$ cat config.mk
export PLATFORM = sky130hd
export DESIGN_NAME = supervisor_fault_timing
export DESIGN_NICKNAME = d
export VERILOG_FILES = /design/src/verilog/supervisor_fault_timing_pkg.sv /design/src/verilog/supervisor_fault_timing.sv
export SDC_FILE = /design/constraint.sdc
export NUM_CORES = 1
export LEC_CHECK = 0
export BUFFER_PORTS_ARGS = -buffer_cell sky130_fd_sc_hd__buf_2
export CAP_MARGIN = 0
export CORE_MARGIN = 2
export CORE_UTILIZATION = 52
export DETAILED_ROUTE_END_ITERATION = 10
export PLACE_DENSITY = 0.8
export SKIP_LAST_GASP = 1
export SLEW_MARGIN = 10
export SYNTH_ARGS = -nofsm -noshare
export SYNTH_HDL_FRONTEND = slang
export SYNTH_SLANG_ARGS = --single-unit
$ cat constraint.sdc
create_clock -name clk -period 2.5 [get_ports clk]
set_input_delay 0.25 -clock clk [delete_from_list [all_inputs] [get_ports clk]]
set_output_delay 0.25 -clock clk [all_outputs]
set_load 0.01 [all_outputs]
$ cat src/verilog/supervisor_fault_timing_pkg.sv
// Timing constants and state type for the supervisor sequencing block
`default_nettype none
package supervisor_fault_timing_pkg;
    localparam int unsigned CLK_PERIOD_NS  = 100;
    localparam int unsigned CYC_PER_US     = 1000 / CLK_PERIOD_NS;
    localparam int unsigned NUM_CH         = 8;
    localparam int unsigned FILT_W         = 10;
    // Start-up times in microseconds
    localparam int unsigned LOAD_US        = 2000;
    localparam int unsigned READY_BUILTIN_SELFTEST_US  = 12000;
    localparam int unsigned SELFTEST_US    = 10000;
    localparam int unsigned LOAD_CYC       = LOAD_US * CYC_PER_US;
    localparam int unsigned READY_BUILTIN_SELFTEST_CYC = READY_BUILTIN_SELFTEST_US * CYC_PER_US;
    localparam int unsigned SELFTEST_CYC   = SELFTEST_US * CYC_PER_US;
    // Sequence stamp: step in microseconds, range in seconds
    localparam int unsigned STEP_US        = 50;
    localparam int unsigned SEQ_RANGE_S    = 4;
    localparam int unsigned STEP_CYC       = STEP_US * CYC_PER_US;
    localparam int unsigned STAMP_MAX      = SEQ_RANGE_S * 1000000 / STEP_US;
    localparam int unsigned STAMP_W        = 17;
    localparam int unsigned PRE_W          = 9;
    // Latency bounds in microseconds
    localparam int unsigned MON_ACT_US     = 10;
    localparam int unsigned MON_ACT_CYC    = MON_ACT_US * CYC_PER_US;
    localparam int unsigned FAULT_LAT_US   = 25;
    localparam int unsigned FAULT_LAT_CYC  = FAULT_LAT_US * CYC_PER_US;
    // Reset release delay per 3-bit code, microseconds
    localparam int unsigned RST_DLY_US [8] = '{200, 1000, 10000, 16000, 20000, 70000, 100000, 200000};
    localparam int unsigned DLY_W          = 21;
    localparam int unsigned TMR_W          = 17;
    localparam logic [2:0]  RST_DLY_DEF    = 3'h0;
    typedef enum logic [1:0] {ST_LOAD, ST_TEST, ST_READY} seq_state_t;
endpackage : supervisor_fault_timing_pkg
`default_nettype wire

$ cat src/verilog/supervisor_fault_timing.sv
// Start-up sequencer, sequence stamp, fault filters and fault outputs
//
// Overview of operation
// - With power-up test: ready within 12 ms
// - Without power-up test: ready within 2 ms
// - Self-test finishes within 10 ms
// - Serial bus enabled when self-test completes
// - Stamp starts on edge, 50 us steps
// - Monitoring active within 10 us of activity
// - Other faults drive interrupt low within 25 us
// - Other faults drive reset low within 25 us
// - Default filter fast fault reaches outputs quickly
// - 3-bit code selects reset release delay
// - Per channel fast fault filter, 0.1-102.4 us
// - Bus clock and data suppress 50 ns spikes
// - Target on bus up to 1 MHz
`default_nettype none
module supervisor_fault_timing #(
    parameter int unsigned LOAD_CYC     = supervisor_fault_timing_pkg::LOAD_CYC,
    parameter int unsigned SELFTEST_CYC = supervisor_fault_timing_pkg::SELFTEST_CYC,
    parameter int unsigned RST_DLY_CYC [8] = '{
        supervisor_fault_timing_pkg::RST_DLY_US[0] * supervisor_fault_timing_pkg::CYC_PER_US,
        supervisor_fault_timing_pkg::RST_DLY_US[1] * supervisor_fault_timing_pkg::CYC_PER_US,
        supervisor_fault_timing_pkg::RST_DLY_US[2] * supervisor_fault_timing_pkg::CYC_PER_US,
        supervisor_fault_timing_pkg::RST_DLY_US[3] * supervisor_fault_timing_pkg::CYC_PER_US,
        supervisor_fault_timing_pkg::RST_DLY_US[4] * supervisor_fault_timing_pkg::CYC_PER_US,
        supervisor_fault_timing_pkg::RST_DLY_US[5] * supervisor_fault_timing_pkg::CYC_PER_US,
        supervisor_fault_timing_pkg::RST_DLY_US[6] * supervisor_fault_timing_pkg::CYC_PER_US,
        supervisor_fault_timing_pkg::RST_DLY_US[7] * supervisor_fault_timing_pkg::CYC_PER_US}
) (
    input  wire logic        clk,
    input  wire logic        reset_n,
    input  wire logic        selftest_on_powerup,
    input  wire logic        selftest_on_shutdown,
    input  wire logic        activity_enable_in,
    input  wire logic        sleep_in_n,
    input  wire logic [7:0]  fast_fault_in,
    input  wire logic [79:0] fast_fault_filter_setting,
    input  wire logic        other_fault_in,
    input  wire logic [7:0]  reset_map,
    input  wire logic [2:0]  reset_delay_sel,
    input  wire logic        irq_clear,
    input  wire logic        scl_in,
    input  wire logic        sda_in,
    output logic             scl_filt,
    output logic             sda_filt,
    output logic             bus_enable,
    output logic             ready,
    output logic             selftest_busy,
    output logic             monitor_active,
    output logic [7:0]       fast_fault_filt,
    output logic [16:0]      sequence_stamp,
    output logic             fault_irq_out_n,
    output logic             fault_irq_oe,
    output logic             sys_reset_out_n,
    output logic             sys_reset_oe
);
    localparam int unsigned NCH  = supervisor_fault_timing_pkg::NUM_CH;
    localparam int unsigned SW   = supervisor_fault_timing_pkg::STAMP_W;
    localparam int unsigned TW   = supervisor_fault_timing_pkg::TMR_W;
    localparam int unsigned DW   = supervisor_fault_timing_pkg::DLY_W;
    localparam int unsigned PW   = supervisor_fault_timing_pkg::PRE_W;
    localparam int unsigned FW   = supervisor_fault_timing_pkg::FILT_W;
    localparam int unsigned SYNW = NCH + 5;

    // Two-stage synchronisers for the bus, sleep, activity and fault pins; stage one feeds stage two only
    logic [SYNW-1:0] sync1_r;
    logic [SYNW-1:0] sync2_r;
    logic [SYNW-1:0] sync3_r;
    // Bus lines and sleep idle high; a zero reset would fake an edge at release
    localparam logic [SYNW-1:0] SYNC_IDLE = {3'b111, {(SYNW - 3){1'b0}}};
    always_ff @(posedge clk or negedge reset_n) begin
        if (!reset_n) begin
            sync1_r <= SYNC_IDLE;
            sync2_r <= SYNC_IDLE;
            sync3_r <= SYNC_IDLE;
        end else begin
            sync1_r <= {scl_in, sda_in, sleep_in_n, activity_enable_in, other_fault_in, fast_fault_in};
            sync2_r <= sync1_r;
            sync3_r <= sync2_r;
        end
    end

    logic       act_s;
    logic       act_d;
    logic       sleep_s;
    logic       sleep_d;
    logic       other_s;
    logic [7:0] fast_s;
    assign fast_s  = sync2_r[NCH-1:0];
    assign other_s = sync2_r[NCH];
    assign act_s   = sync2_r[NCH+1];
    assign act_d   = sync3_r[NCH+1];
    assign sleep_s = sync2_r[NCH+2];
    assign sleep_d = sync3_r[NCH+2];

    // Bus spike filter: a level must hold two samples (200 ns) to pass
    logic scl_f_r;
    logic scl_f_nxt;
    logic sda_f_r;
    logic sda_f_nxt;
    always_comb begin
        scl_f_nxt = scl_f_r;
        sda_f_nxt = sda_f_r;
        if (sync2_r[SYNW-1] == sync3_r[SYNW-1]) begin
            scl_f_nxt = sync2_r[SYNW-1];
        end
        if (sync2_r[SYNW-2] == sync3_r[SYNW-2]) begin
            sda_f_nxt = sync2_r[SYNW-2];
        end
    end
    always_ff @(posedge clk or negedge reset_n) begin
        if (!reset_n) begin
            scl_f_r <= 1'b1;
            sda_f_r <= 1'b1;
        end else begin
            scl_f_r <= scl_f_nxt;
            sda_f_r <= sda_f_nxt;
        end
    end
    assign scl_filt = scl_f_r;
    assign sda_filt = sda_f_r;

    // Start-up sequencer: configuration load, optional self-test, ready
    supervisor_fault_timing_pkg::seq_state_t state_r;
    supervisor_fault_timing_pkg::seq_state_t state_nxt;
    logic [TW-1:0] tmr_r;
    logic [TW-1:0] tmr_nxt;
    always_comb begin
        state_nxt = state_r;
        tmr_nxt   = tmr_r + 1'b1;
        case (state_r)
            supervisor_fault_timing_pkg::ST_LOAD: begin
                if (tmr_r == TW'(LOAD_CYC - 1)) begin
                    tmr_nxt   = '0;
                    state_nxt = selftest_on_powerup ? supervisor_fault_timing_pkg::ST_TEST
                                                    : supervisor_fault_timing_pkg::ST_READY;
                end
            end
            supervisor_fault_timing_pkg::ST_TEST: begin
                if (tmr_r == TW'(SELFTEST_CYC - 1)) begin
                    tmr_nxt   = '0;
                    state_nxt = supervisor_fault_timing_pkg::ST_READY;
                end
            end
            supervisor_fault_timing_pkg::ST_READY: begin
                tmr_nxt = '0;
                if (act_d && !act_s && selftest_on_shutdown) begin
                    state_nxt = supervisor_fault_timing_pkg::ST_TEST;
                end
            end
            default: begin
                state_nxt = supervisor_fault_timing_pkg::ST_LOAD;
                tmr_nxt   = '0;
            end
        endcase
    end
    always_ff @(posedge clk or negedge reset_n) begin
        if (!reset_n) begin
            state_r <= supervisor_fault_timing_pkg::ST_LOAD;
            tmr_r   <= '0;
        end else begin
            state_r <= state_nxt;
            tmr_r   <= tmr_nxt;
        end
    end
    assign ready         = (state_r == supervisor_fault_timing_pkg::ST_READY);
    assign selftest_busy = (state_r == supervisor_fault_timing_pkg::ST_TEST);
    // No wait state after the test: the bus engine is released at once
    assign bus_enable    = ready;

    // Sequence stamp; any activity or sleep edge restarts it from zero
    logic          seq_edge;
    logic          run_r;
    logic          run_nxt;
    logic [PW-1:0] pre_r;
    logic [PW-1:0] pre_nxt;
    logic [SW-1:0] stamp_r;
    logic [SW-1:0] stamp_nxt;
    assign seq_edge = (act_s != act_d) || (sleep_s != sleep_d);
    always_comb begin
        run_nxt   = run_r;
        pre_nxt   = pre_r;
        stamp_nxt = stamp_r;
        if (seq_edge) begin
            run_nxt   = 1'b1;
            pre_nxt   = '0;
            stamp_nxt = '0;
        end else if (run_r && stamp_r != SW'(supervisor_fault_timing_pkg::STAMP_MAX)) begin
            if (pre_r == PW'(supervisor_fault_timing_pkg::STEP_CYC - 1)) begin
                pre_nxt   = '0;
                stamp_nxt = stamp_r + 1'b1;
            end else begin
                pre_nxt = pre_r + 1'b1;
            end
        end
    end
    always_ff @(posedge clk or negedge reset_n) begin
        if (!reset_n) begin
            run_r   <= 1'b0;
            pre_r   <= '0;
            stamp_r <= '0;
        end else begin
            run_r   <= run_nxt;
            pre_r   <= pre_nxt;
            stamp_r <= stamp_nxt;
        end
    end
    assign sequence_stamp = stamp_r;

    // Monitoring follows the activity level while ready, one cycle after sync
    logic mon_r;
    logic mon_nxt;
    always_comb begin
        mon_nxt = act_s && ready;
    end
    always_ff @(posedge clk or negedge reset_n) begin
        if (!reset_n) begin
            mon_r <= 1'b0;
        end else begin
            mon_r <= mon_nxt;
        end
    end
    assign monitor_active = mon_r;

    // Per channel debounce; code n means (n+1) x 100 ns of stable level
    genvar gi;
    generate
        for (gi = 0; gi < NCH; gi++) begin : g_filt
            logic [FW-1:0] cnt_r;
            logic [FW-1:0] cnt_nxt;
            logic          flt_r;
            logic          flt_nxt;
            logic [FW-1:0] setting;
            assign setting = fast_fault_filter_setting[gi*FW +: FW];
            always_comb begin
                cnt_nxt = '0;
                flt_nxt = flt_r;
                if ((fast_s[gi] && mon_r) != flt_r) begin
                    if (cnt_r == setting) begin
                        flt_nxt = fast_s[gi] && mon_r;
                    end else begin
                        cnt_nxt = cnt_r + 1'b1;
                    end
                end
            end
            always_ff @(posedge clk or negedge reset_n) begin
                if (!reset_n) begin
                    cnt_r <= '0;
                    flt_r <= 1'b0;
                end else begin
                    cnt_r <= cnt_nxt;
                    flt_r <= flt_nxt;
                end
            end
            assign fast_fault_filt[gi] = flt_r;
        end
    endgenerate

    // Interrupt latch and reset release timer
    logic          irq_n_r;
    logic          irq_n_nxt;
    logic          rst_n_r;
    logic          rst_n_nxt;
    logic [DW-1:0] dly_r;
    logic [DW-1:0] dly_nxt;
    logic          rst_fault;
    assign rst_fault = (|(fast_fault_filt & reset_map)) || other_s || !ready;
    always_comb begin
        // Set wins over a clear arriving in the same cycle
        irq_n_nxt = !((!irq_n_r && !irq_clear) || (|fast_fault_filt) || other_s);
        rst_n_nxt = rst_n_r;
        dly_nxt   = dly_r;
        if (rst_fault) begin
            rst_n_nxt = 1'b0;
            dly_nxt   = '0;
        end else if (!rst_n_r) begin
            if (dly_r == DW'(RST_DLY_CYC[reset_delay_sel] - 1)) begin
                rst_n_nxt = 1'b1;
            end else begin
                dly_nxt = dly_r + 1'b1;
            end
        end
    end
    always_ff @(posedge clk or negedge reset_n) begin
        if (!reset_n) begin
            irq_n_r <= 1'b1;
            rst_n_r <= 1'b0;
            dly_r   <= '0;
        end else begin
            irq_n_r <= irq_n_nxt;
            rst_n_r <= rst_n_nxt;
            dly_r   <= dly_nxt;
        end
    end
    assign fault_irq_out_n = irq_n_r;
    assign fault_irq_oe    = !irq_n_r;
    assign sys_reset_out_n = rst_n_r;
    assign sys_reset_oe    = !rst_n_r;

    // Checks: cycles since release, ready seen, length of the current self-test
    logic [TW-1:0] up_cnt_r;
    logic [TW-1:0] busy_cnt_r;
    logic          seen_r;
    always_ff @(posedge clk or negedge reset_n) begin
        if (!reset_n) begin
            up_cnt_r   <= '0;
            busy_cnt_r <= '0;
            seen_r     <= 1'b0;
        end else begin
            up_cnt_r   <= (up_cnt_r == '1) ? up_cnt_r : up_cnt_r + 1'b1;
            busy_cnt_r <= selftest_busy ? busy_cnt_r + 1'b1 : '0;
            seen_r     <= seen_r || ready;
        end
    end

    // Ready may rise on the very edge the bound is reached, before seen_r follows
    property p_ready_builtin_selftest;
        @(posedge clk) disable iff (!reset_n)
        (up_cnt_r >= TW'(LOAD_CYC + SELFTEST_CYC)) |-> seen_r || ready;
    endproperty
    a_ready_builtin_selftest: assert property (p_ready_builtin_selftest) else $error("not ready after load and self-test");

    property p_ready_nbist;
        @(posedge clk) disable iff (!reset_n)
        (up_cnt_r >= TW'(LOAD_CYC) && !selftest_on_powerup) |-> seen_r || ready;
    endproperty
    a_ready_nbist: assert property (p_ready_nbist) else $error("not ready after load");

    // Test length counted in helper logic: the full count is far too long for a delay
    property p_test_len;
        @(posedge clk) disable iff (!reset_n)
        $fell(selftest_busy) |-> ready && busy_cnt_r == TW'(SELFTEST_CYC);
    endproperty
    a_test_len: assert property (p_test_len) else $error("self-test length wrong");

    property p_stamp_step;
        @(posedge clk) disable iff (!reset_n)
        (run_r && !seq_edge && pre_r == PW'(supervisor_fault_timing_pkg::STEP_CYC - 1)
         && stamp_r != SW'(supervisor_fault_timing_pkg::STAMP_MAX)) |=> stamp_r == $past(stamp_r) + 1'b1;
    endproperty
    a_stamp_step: assert property (p_stamp_step) else $error("stamp did not step");

    property p_stamp_hold;
        @(posedge clk) disable iff (!reset_n)
        (stamp_r == SW'(supervisor_fault_timing_pkg::STAMP_MAX) && !seq_edge) |=> $stable(stamp_r);
    endproperty
    a_stamp_hold: assert property (p_stamp_hold) else $error("stamp wrapped");

    property p_mon_act;
        @(posedge clk) disable iff (!reset_n)
        ($rose(act_s) && ready) |=> monitor_active;
    endproperty
    a_mon_act: assert property (p_mon_act) else $error("monitoring late");

    property p_other_irq;
        @(posedge clk) disable iff (!reset_n)
        other_s |=> !fault_irq_out_n && !sys_reset_out_n;
    endproperty
    a_other_irq: assert property (p_other_irq) else $error("fault outputs late");

    property p_rst_release;
        @(posedge clk) disable iff (!reset_n)
        $rose(sys_reset_out_n) |-> $past(dly_r) == DW'(RST_DLY_CYC[$past(reset_delay_sel)] - 1);
    endproperty
    a_rst_release: assert property (p_rst_release) else $error("reset released early");

    property p_spike;
        @(posedge clk) disable iff (!reset_n)
        $changed(scl_filt) |-> $past(sync2_r[SYNW-1]) == $past(sync3_r[SYNW-1]);
    endproperty
    a_spike: assert property (p_spike) else $error("bus spike passed");
endmodule : supervisor_fault_timing
`default_nettype wire

* Word level (Yosys, flattened, before mapping)
Memories as Yosys holds them, arrays and structs flattened. Cells that the tools add are included.
Storage, ports and cells: flip-flop bits (word level) 199, latch bits 0, RAM bits 0, ROM bits 256, bits of input ports 109, output and inout port bits 35, logic and storage cells 157, memories kept 1
Memories:
- (name not given) | words 8, width 32, rd ports 1, clocked after Yosys merged registers in 0, wr ports 0, RTL line supervisor_fault_timing.sv:278 | if (dly_r == DW'(RST_DLY_CYC[reset_delay_sel] - 1)) begin
Operators by class: add/subtract/negate cells 13, multiply operators 0, div/mod/pow operators 0, $lt $le $gt $ge 1, equality and inequality tests 32, shift operators 0, mux-type cells 38, bitwise logic cells 2, reductions and logical operators 40
Operators with widths (count):
- $mux W10 | 16
- $mux W21 | 5
- $mux W17 | 5
- $add A10 B1 Y10 const B | 8
- $eq A10 B10 Y1 | 8
- $add A17 B1 Y17 const B | 2
- $pmux W17 S2 | 1
- $mux W9 | 3
- $add A21 B1 Y21 const B | 1
- $eq A21 B21 Y1 | 1
- $sub A21 B1 Y21 const B | 1
- $reduce_and A2 Y1 | 10
- $eq A17 B15 Y1 const B | 1
- $eq A17 B17 Y1 const B | 1
- $ne A17 B17 Y1 const B | 1
- $reduce_or A8 Y1 | 2
- $logic_and A1 B1 Y1 | 13
- $ne A1 B1 Y1 | 10
- $add A9 B1 Y9 const B | 1
- $eq A9 B9 Y1 const B | 1
- $and A8 B8 Y8 | 1
- $mux W2 | 4
- $logic_not A1 Y1 | 6
- $ne A2 B1 Y1 const B | 3
- 12 further kinds | 21

* Longest topological paths before layout
depth after elaboration 9, gate-level depth with buffers 12, mapped depth without buffers 10

* Least setup slack after synthesis
No wires, ideal clock.
path kind input to register, from input reset_delay_sel[1], to register dly_r[6], library setup time 0.120 ns, arrival 2.520 ns, data required time 2.380 ns, slack -0.141 ns, stages on the path 11, buffers on the path 2, cells stage by stage buf_2 > inv_1 > ha_1 > nand4bb_1 > o31a_1 > nor3_2 > mux2i_1 > a22oi_1 > o41a_4 > buf_6 > a41o_1
On the way: word-level cells in the longest chain between the ends 8
Ends and longest elaborated chain:
- start: declaration | RTL line supervisor_fault_timing.sv:41 | input wire logic [2:0] reset_delay_sel,
- $not A3 Y4 (implied by the code) | RTL line supervisor_fault_timing.sv:278
- $mem_v2 Z8 W32
- $mux W21 (implied by the code) (2 in a row) | RTL line supervisor_fault_timing.sv:278
- $sub A21 B1 Y21 | RTL line supervisor_fault_timing.sv:278
- $eq A21 B21 Y1 | RTL line supervisor_fault_timing.sv:278
- $ne A2 B2 Y1 (no line)
- $reduce_and A2 Y1 (no line)
- end signal: assignment | RTL line supervisor_fault_timing.sv:293 | dly_r <= dly_nxt;
- end: declaration | RTL line supervisor_fault_timing.sv:265 | logic [DW-1:0] dly_r;
No other way between the ends. The select of a mux whose other input is x is not followed. A chain may end at the register's enable or synchronous reset.

* Worst setup path in the final report
from register dly_r[7], to register dly_r[11]
On the way: word-level cells in the longest chain between the ends 4, elaborated cells between the ends (all ways) 7, classes of those cells 1 x add/sub; 2 x eq/ne; 3 x mux; 1 x reduce/logical
Ends and longest elaborated chain:
- $add A21 B1 Y21 | RTL line supervisor_fault_timing.sv:281 | dly_nxt = dly_r + 1'b1;
- $mux W21 | RTL line supervisor_fault_timing.sv:278
- $mux W21 | RTL line supervisor_fault_timing.sv:277 | end else if (!rst_n_r) begin
- $mux W21 | RTL line supervisor_fault_timing.sv:274 | if (rst_fault) begin
Parallel ways exist; a longest one is shown, timed or not. The select of a mux whose other input is x is not followed.

==> results.cfg <==
[cells_and_area]
diodes = 0
drive_gt1_share_pct = 21.3
fillCellCount = 1490
syn2layout_area_growth_pct = 20.1
fin_nets = 1331

[hold_path]
min_path_cells = 2
worstHoldStart = selftest_on_powerup
whs_endpoint = state_r[1]
min_path_type = in -> reg

[synth]
synthFlopType = dfrtp_1
netlist_area_mm2 = 0.0100
yosys.area_share.simple_pct = 21.5
syn_nets = 1141
async_flop_share_pct = 100
synth_top_family_by_area = simple AND/OR/NAND/NOR gates
avgSynthCellArea_um2 = 9.88
synthDistinctLibCells = 62
ys_ff_latch = 190
yosysSeqAreaShare_pct = 47.7
syn_inst = 1012
synth_adder_area_share_pct = 2.70
yosysWarnings = 0
yosysMostFrequentCell = dfrtp_1
synth_compound_area_share_pct = 6.01
synth_edf_count = 0
synth_top_area_cell = dfrtp_1
netlist_top_cells_count = dfrtp_1, nor2_1, xnor2_1
synth_area_leaders = dfrtp_1, xnor2_1, xor2_1, nor2_1, nand3_1
synthXorXnorAreaFrac_pct = 17.3
synth.top_cell.area_share_pct = 44.6
synth_mux_area_share_pct = 1.53

[setup_path]
cp_top_family = compound AO/OA/AOI/OAI gates
cp.required_ns = 2.84
cp_cell_sequence = or3_4 -> a21o_1 -> a2111oi_4 -> o2111ai_2 -> buf_4 -> o41ai_4 -> buf_4 -> o21ai_0 -> a21oi_1
r2r_start = dly_r[7]
crit_path_start = dly_r[7]
cpPeakStageDelay_ns = 0.41
worst_path_most_repeated_cell = buf_4
cp_slowest_cell = dfrtp_1
reg2reg_depth = 9
cp.arrival_ns = 2.81
path_buf_inv = 2
crit_type = reg -> reg
regToRegSetupSlack_ns = 0.03
cp_max_fo = 8
endpoint_kind = flop
r2r-end = dly_r[11]
cp-start-kind = flop

[power_and_ir_drop]
vdd_ir_drop_max_mv = 0.708
p_per_area_mw_per_mm2 = 761
p_leak_uw = 0.00542
total_power_uw = 9140

[sta]
finClkSkew_ns = 0.00865
whs_ns = 0.0304
setup_viol = 0
worstMarginPinSlew_ns = 0.682
fin_tns_setup_ns = 0
max_freq_mhz = 405
finalCriticalPeriod_ns = 2.47
slew_viol_final = 0
rsz0062_at_grt = yes
maxSlewHeadroom_pct = 54.1
finalCritPeriodShare_pct = 98.8
hold_violations = 0

[drt]
avgRoutedWirePerCell_um = 14.4
drc = 0
ant_nets = 0
viasPerCell = 5.31
vias = 7689
routed_wl_um = 20900
drt_first_pass_iters = 5
drtIter0Drc = 401

[grt]
grt_pass1_vias = 7568
antenna_found_initial = 0
overflow = 0
grt_max_degree = 69
grt_pass1_wl_um = 35400
track_usage_pct = 21.5

[floorplanning]
die_h_um = 143
design.core.area_mm2 = 0.0188
num_rows = 50
die_w_um = 143
dieArea_mm2 = 0.0203
initial_utilization_pct = 53.3
ios = 144

[run]
cap_violations = 0

[cts]
tritoncts = built
cts_buffers = 17
h-tree-depth = 4
clock-sinks = 190
cts_root_buf = clkbuf_16
clk_pin_slew_ns = 0.07
clkLatencyLatePin_ns = 0.43
clockBufferDepth = 2

[run_status]
status = finished, final reports clean

[place]
place_congestion = 0.833
port_buffers = 143
hpwlAfterDp_um = 15600
[worst max-delay path by stage]
| stage | endpoint | slack, ns | cells after the start |
|---|---|---|---|
| final | dly_r[11] | 0.03 | 9 |
| after global routing | dly_r[3] | -0.14 | 9 |
| after CTS | dly_r[11] | 0.01 | 9 |
| after detailed placement | dly_r[7] | -0.37 | 10 |
| after global placement | dly_r[14] | -0.30 | 10 |
| after floorplan | dly_r[6] | -0.08 | 9 |
[timing repair]
| item | CTS | global route |
|---|---|---|
| gates resized for setup | 0 | 4 |
| setup buffers | 0 | 2 |
| endpoints found under the setup margin | 4 | 10 |
| endpoints found under the hold margin | 73 | 0 |
| pin swaps | 1 | 2 |
| hold buffers | 14 | 0 |
[registers in the layout, summed over array words and instances (netlist names), 2 cells and up]
name            flops
dly_r              21
pre_r               9
sync1_r            13
sequence_stamp     17
state_r             2
g_filt.cnt_r       80
tmr_r              17
sync2_r            13
g_filt.flt_r        8
sync3_r             4
[stage by stage]
| stage | cell area [µm²] | setup slack, ns | cells | util, % |
|---|---|---|---|---|
| 2_1_floorplan | 10000 | -0.0778 | 1012 | - |
| 3_3_place_gp | 11200 | -0.297 | 1401 | 59.8 |
| 3_5_place_dp | 11200 | -0.372 | 1401 | 59.8 |
| 4_1_cts | 12000 | 0.0112 | 1447 | 63.8 |
| 5_1_grt | 12000 | -0.137 | 1449 | 64.0 |
| 6_report | 12000 | 0.0310 | 1449 | 64.0 |
[layer usage]
metal  wire length [µm]  vias to the layer above  global-route usage [%]
met5                  0                        -                       0
met2              10500                      149                    36.1
met4                285                        0                    6.51
met1               9480                     3683                    28.8
li1                   -                     3830                       -
met3                650                       27                    3.72
[where the power goes]
group | internal, µW | total (µW) | leakage [µW] | switching (µW)
Sequential | 3600 | 4310 | 0.00241 | 708
Clock | 1550 | 2780 | 0.000301 | 1230
Combinational | 1060 | 2050 | 0.00270 | 994
Total | 6200 | 9140 | 0.00542 | 2930
[cell usage in the layout (no fill, tap or decap), types with 3 or more instances in the layout]
master,netlist,layout
dfrtp_1,178,178
nand3_1,75,75
a22oi_1,5,4
and4_1,5,5
inv_6,0,6
a21oi_1,19,18
buf_4,10,50
nor3_1,7,7
nor2_1,152,152
ha_1,20,17
nor4b_1,3,3
inv_1,29,27
nor2b_1,8,8
nand2_1,62,62
dfstp_2,12,12
a41o_1,4,4
xnor2_1,114,114
dlygate4sd3_1,0,14
or2_2,3,3
or3_1,21,20
nand4_1,39,39
clkbuf_16,0,17
o21ai_0,27,27
and3_1,18,18
o211ai_1,3,3
buf_2,2,142
xor2_1,84,84
nand2b_1,10,10
nor4_1,16,16
mux2i_1,13,12
or4_1,3,3
and2_1,4,3
[kinds of logic after synthesis]
kind of cell,Yosys count
simple gates,437
fa+ha+maj,22
buf+inv,66
flops,190
mux,15
xor+xnor,198
compound gates,84
[area by class of cell]
| type | count | area [µm²] | area share [%] |
|---|---|---|---|
| multi-input combinational | 756 | 4960 | 41.3 |
| sequential | 190 | 4770 | 39.7 |
| timing repair buffer | 208 | 1260 | 10.5 |
| clock buffer | 19 | 443 | 3.69 |
| tap | 234 | 293 | 2.44 |
| clock inverter | 13 | 169 | 1.41 |
| inverter | 29 | 114 | 0.949 |
Power figures use the tool's default switching activity.
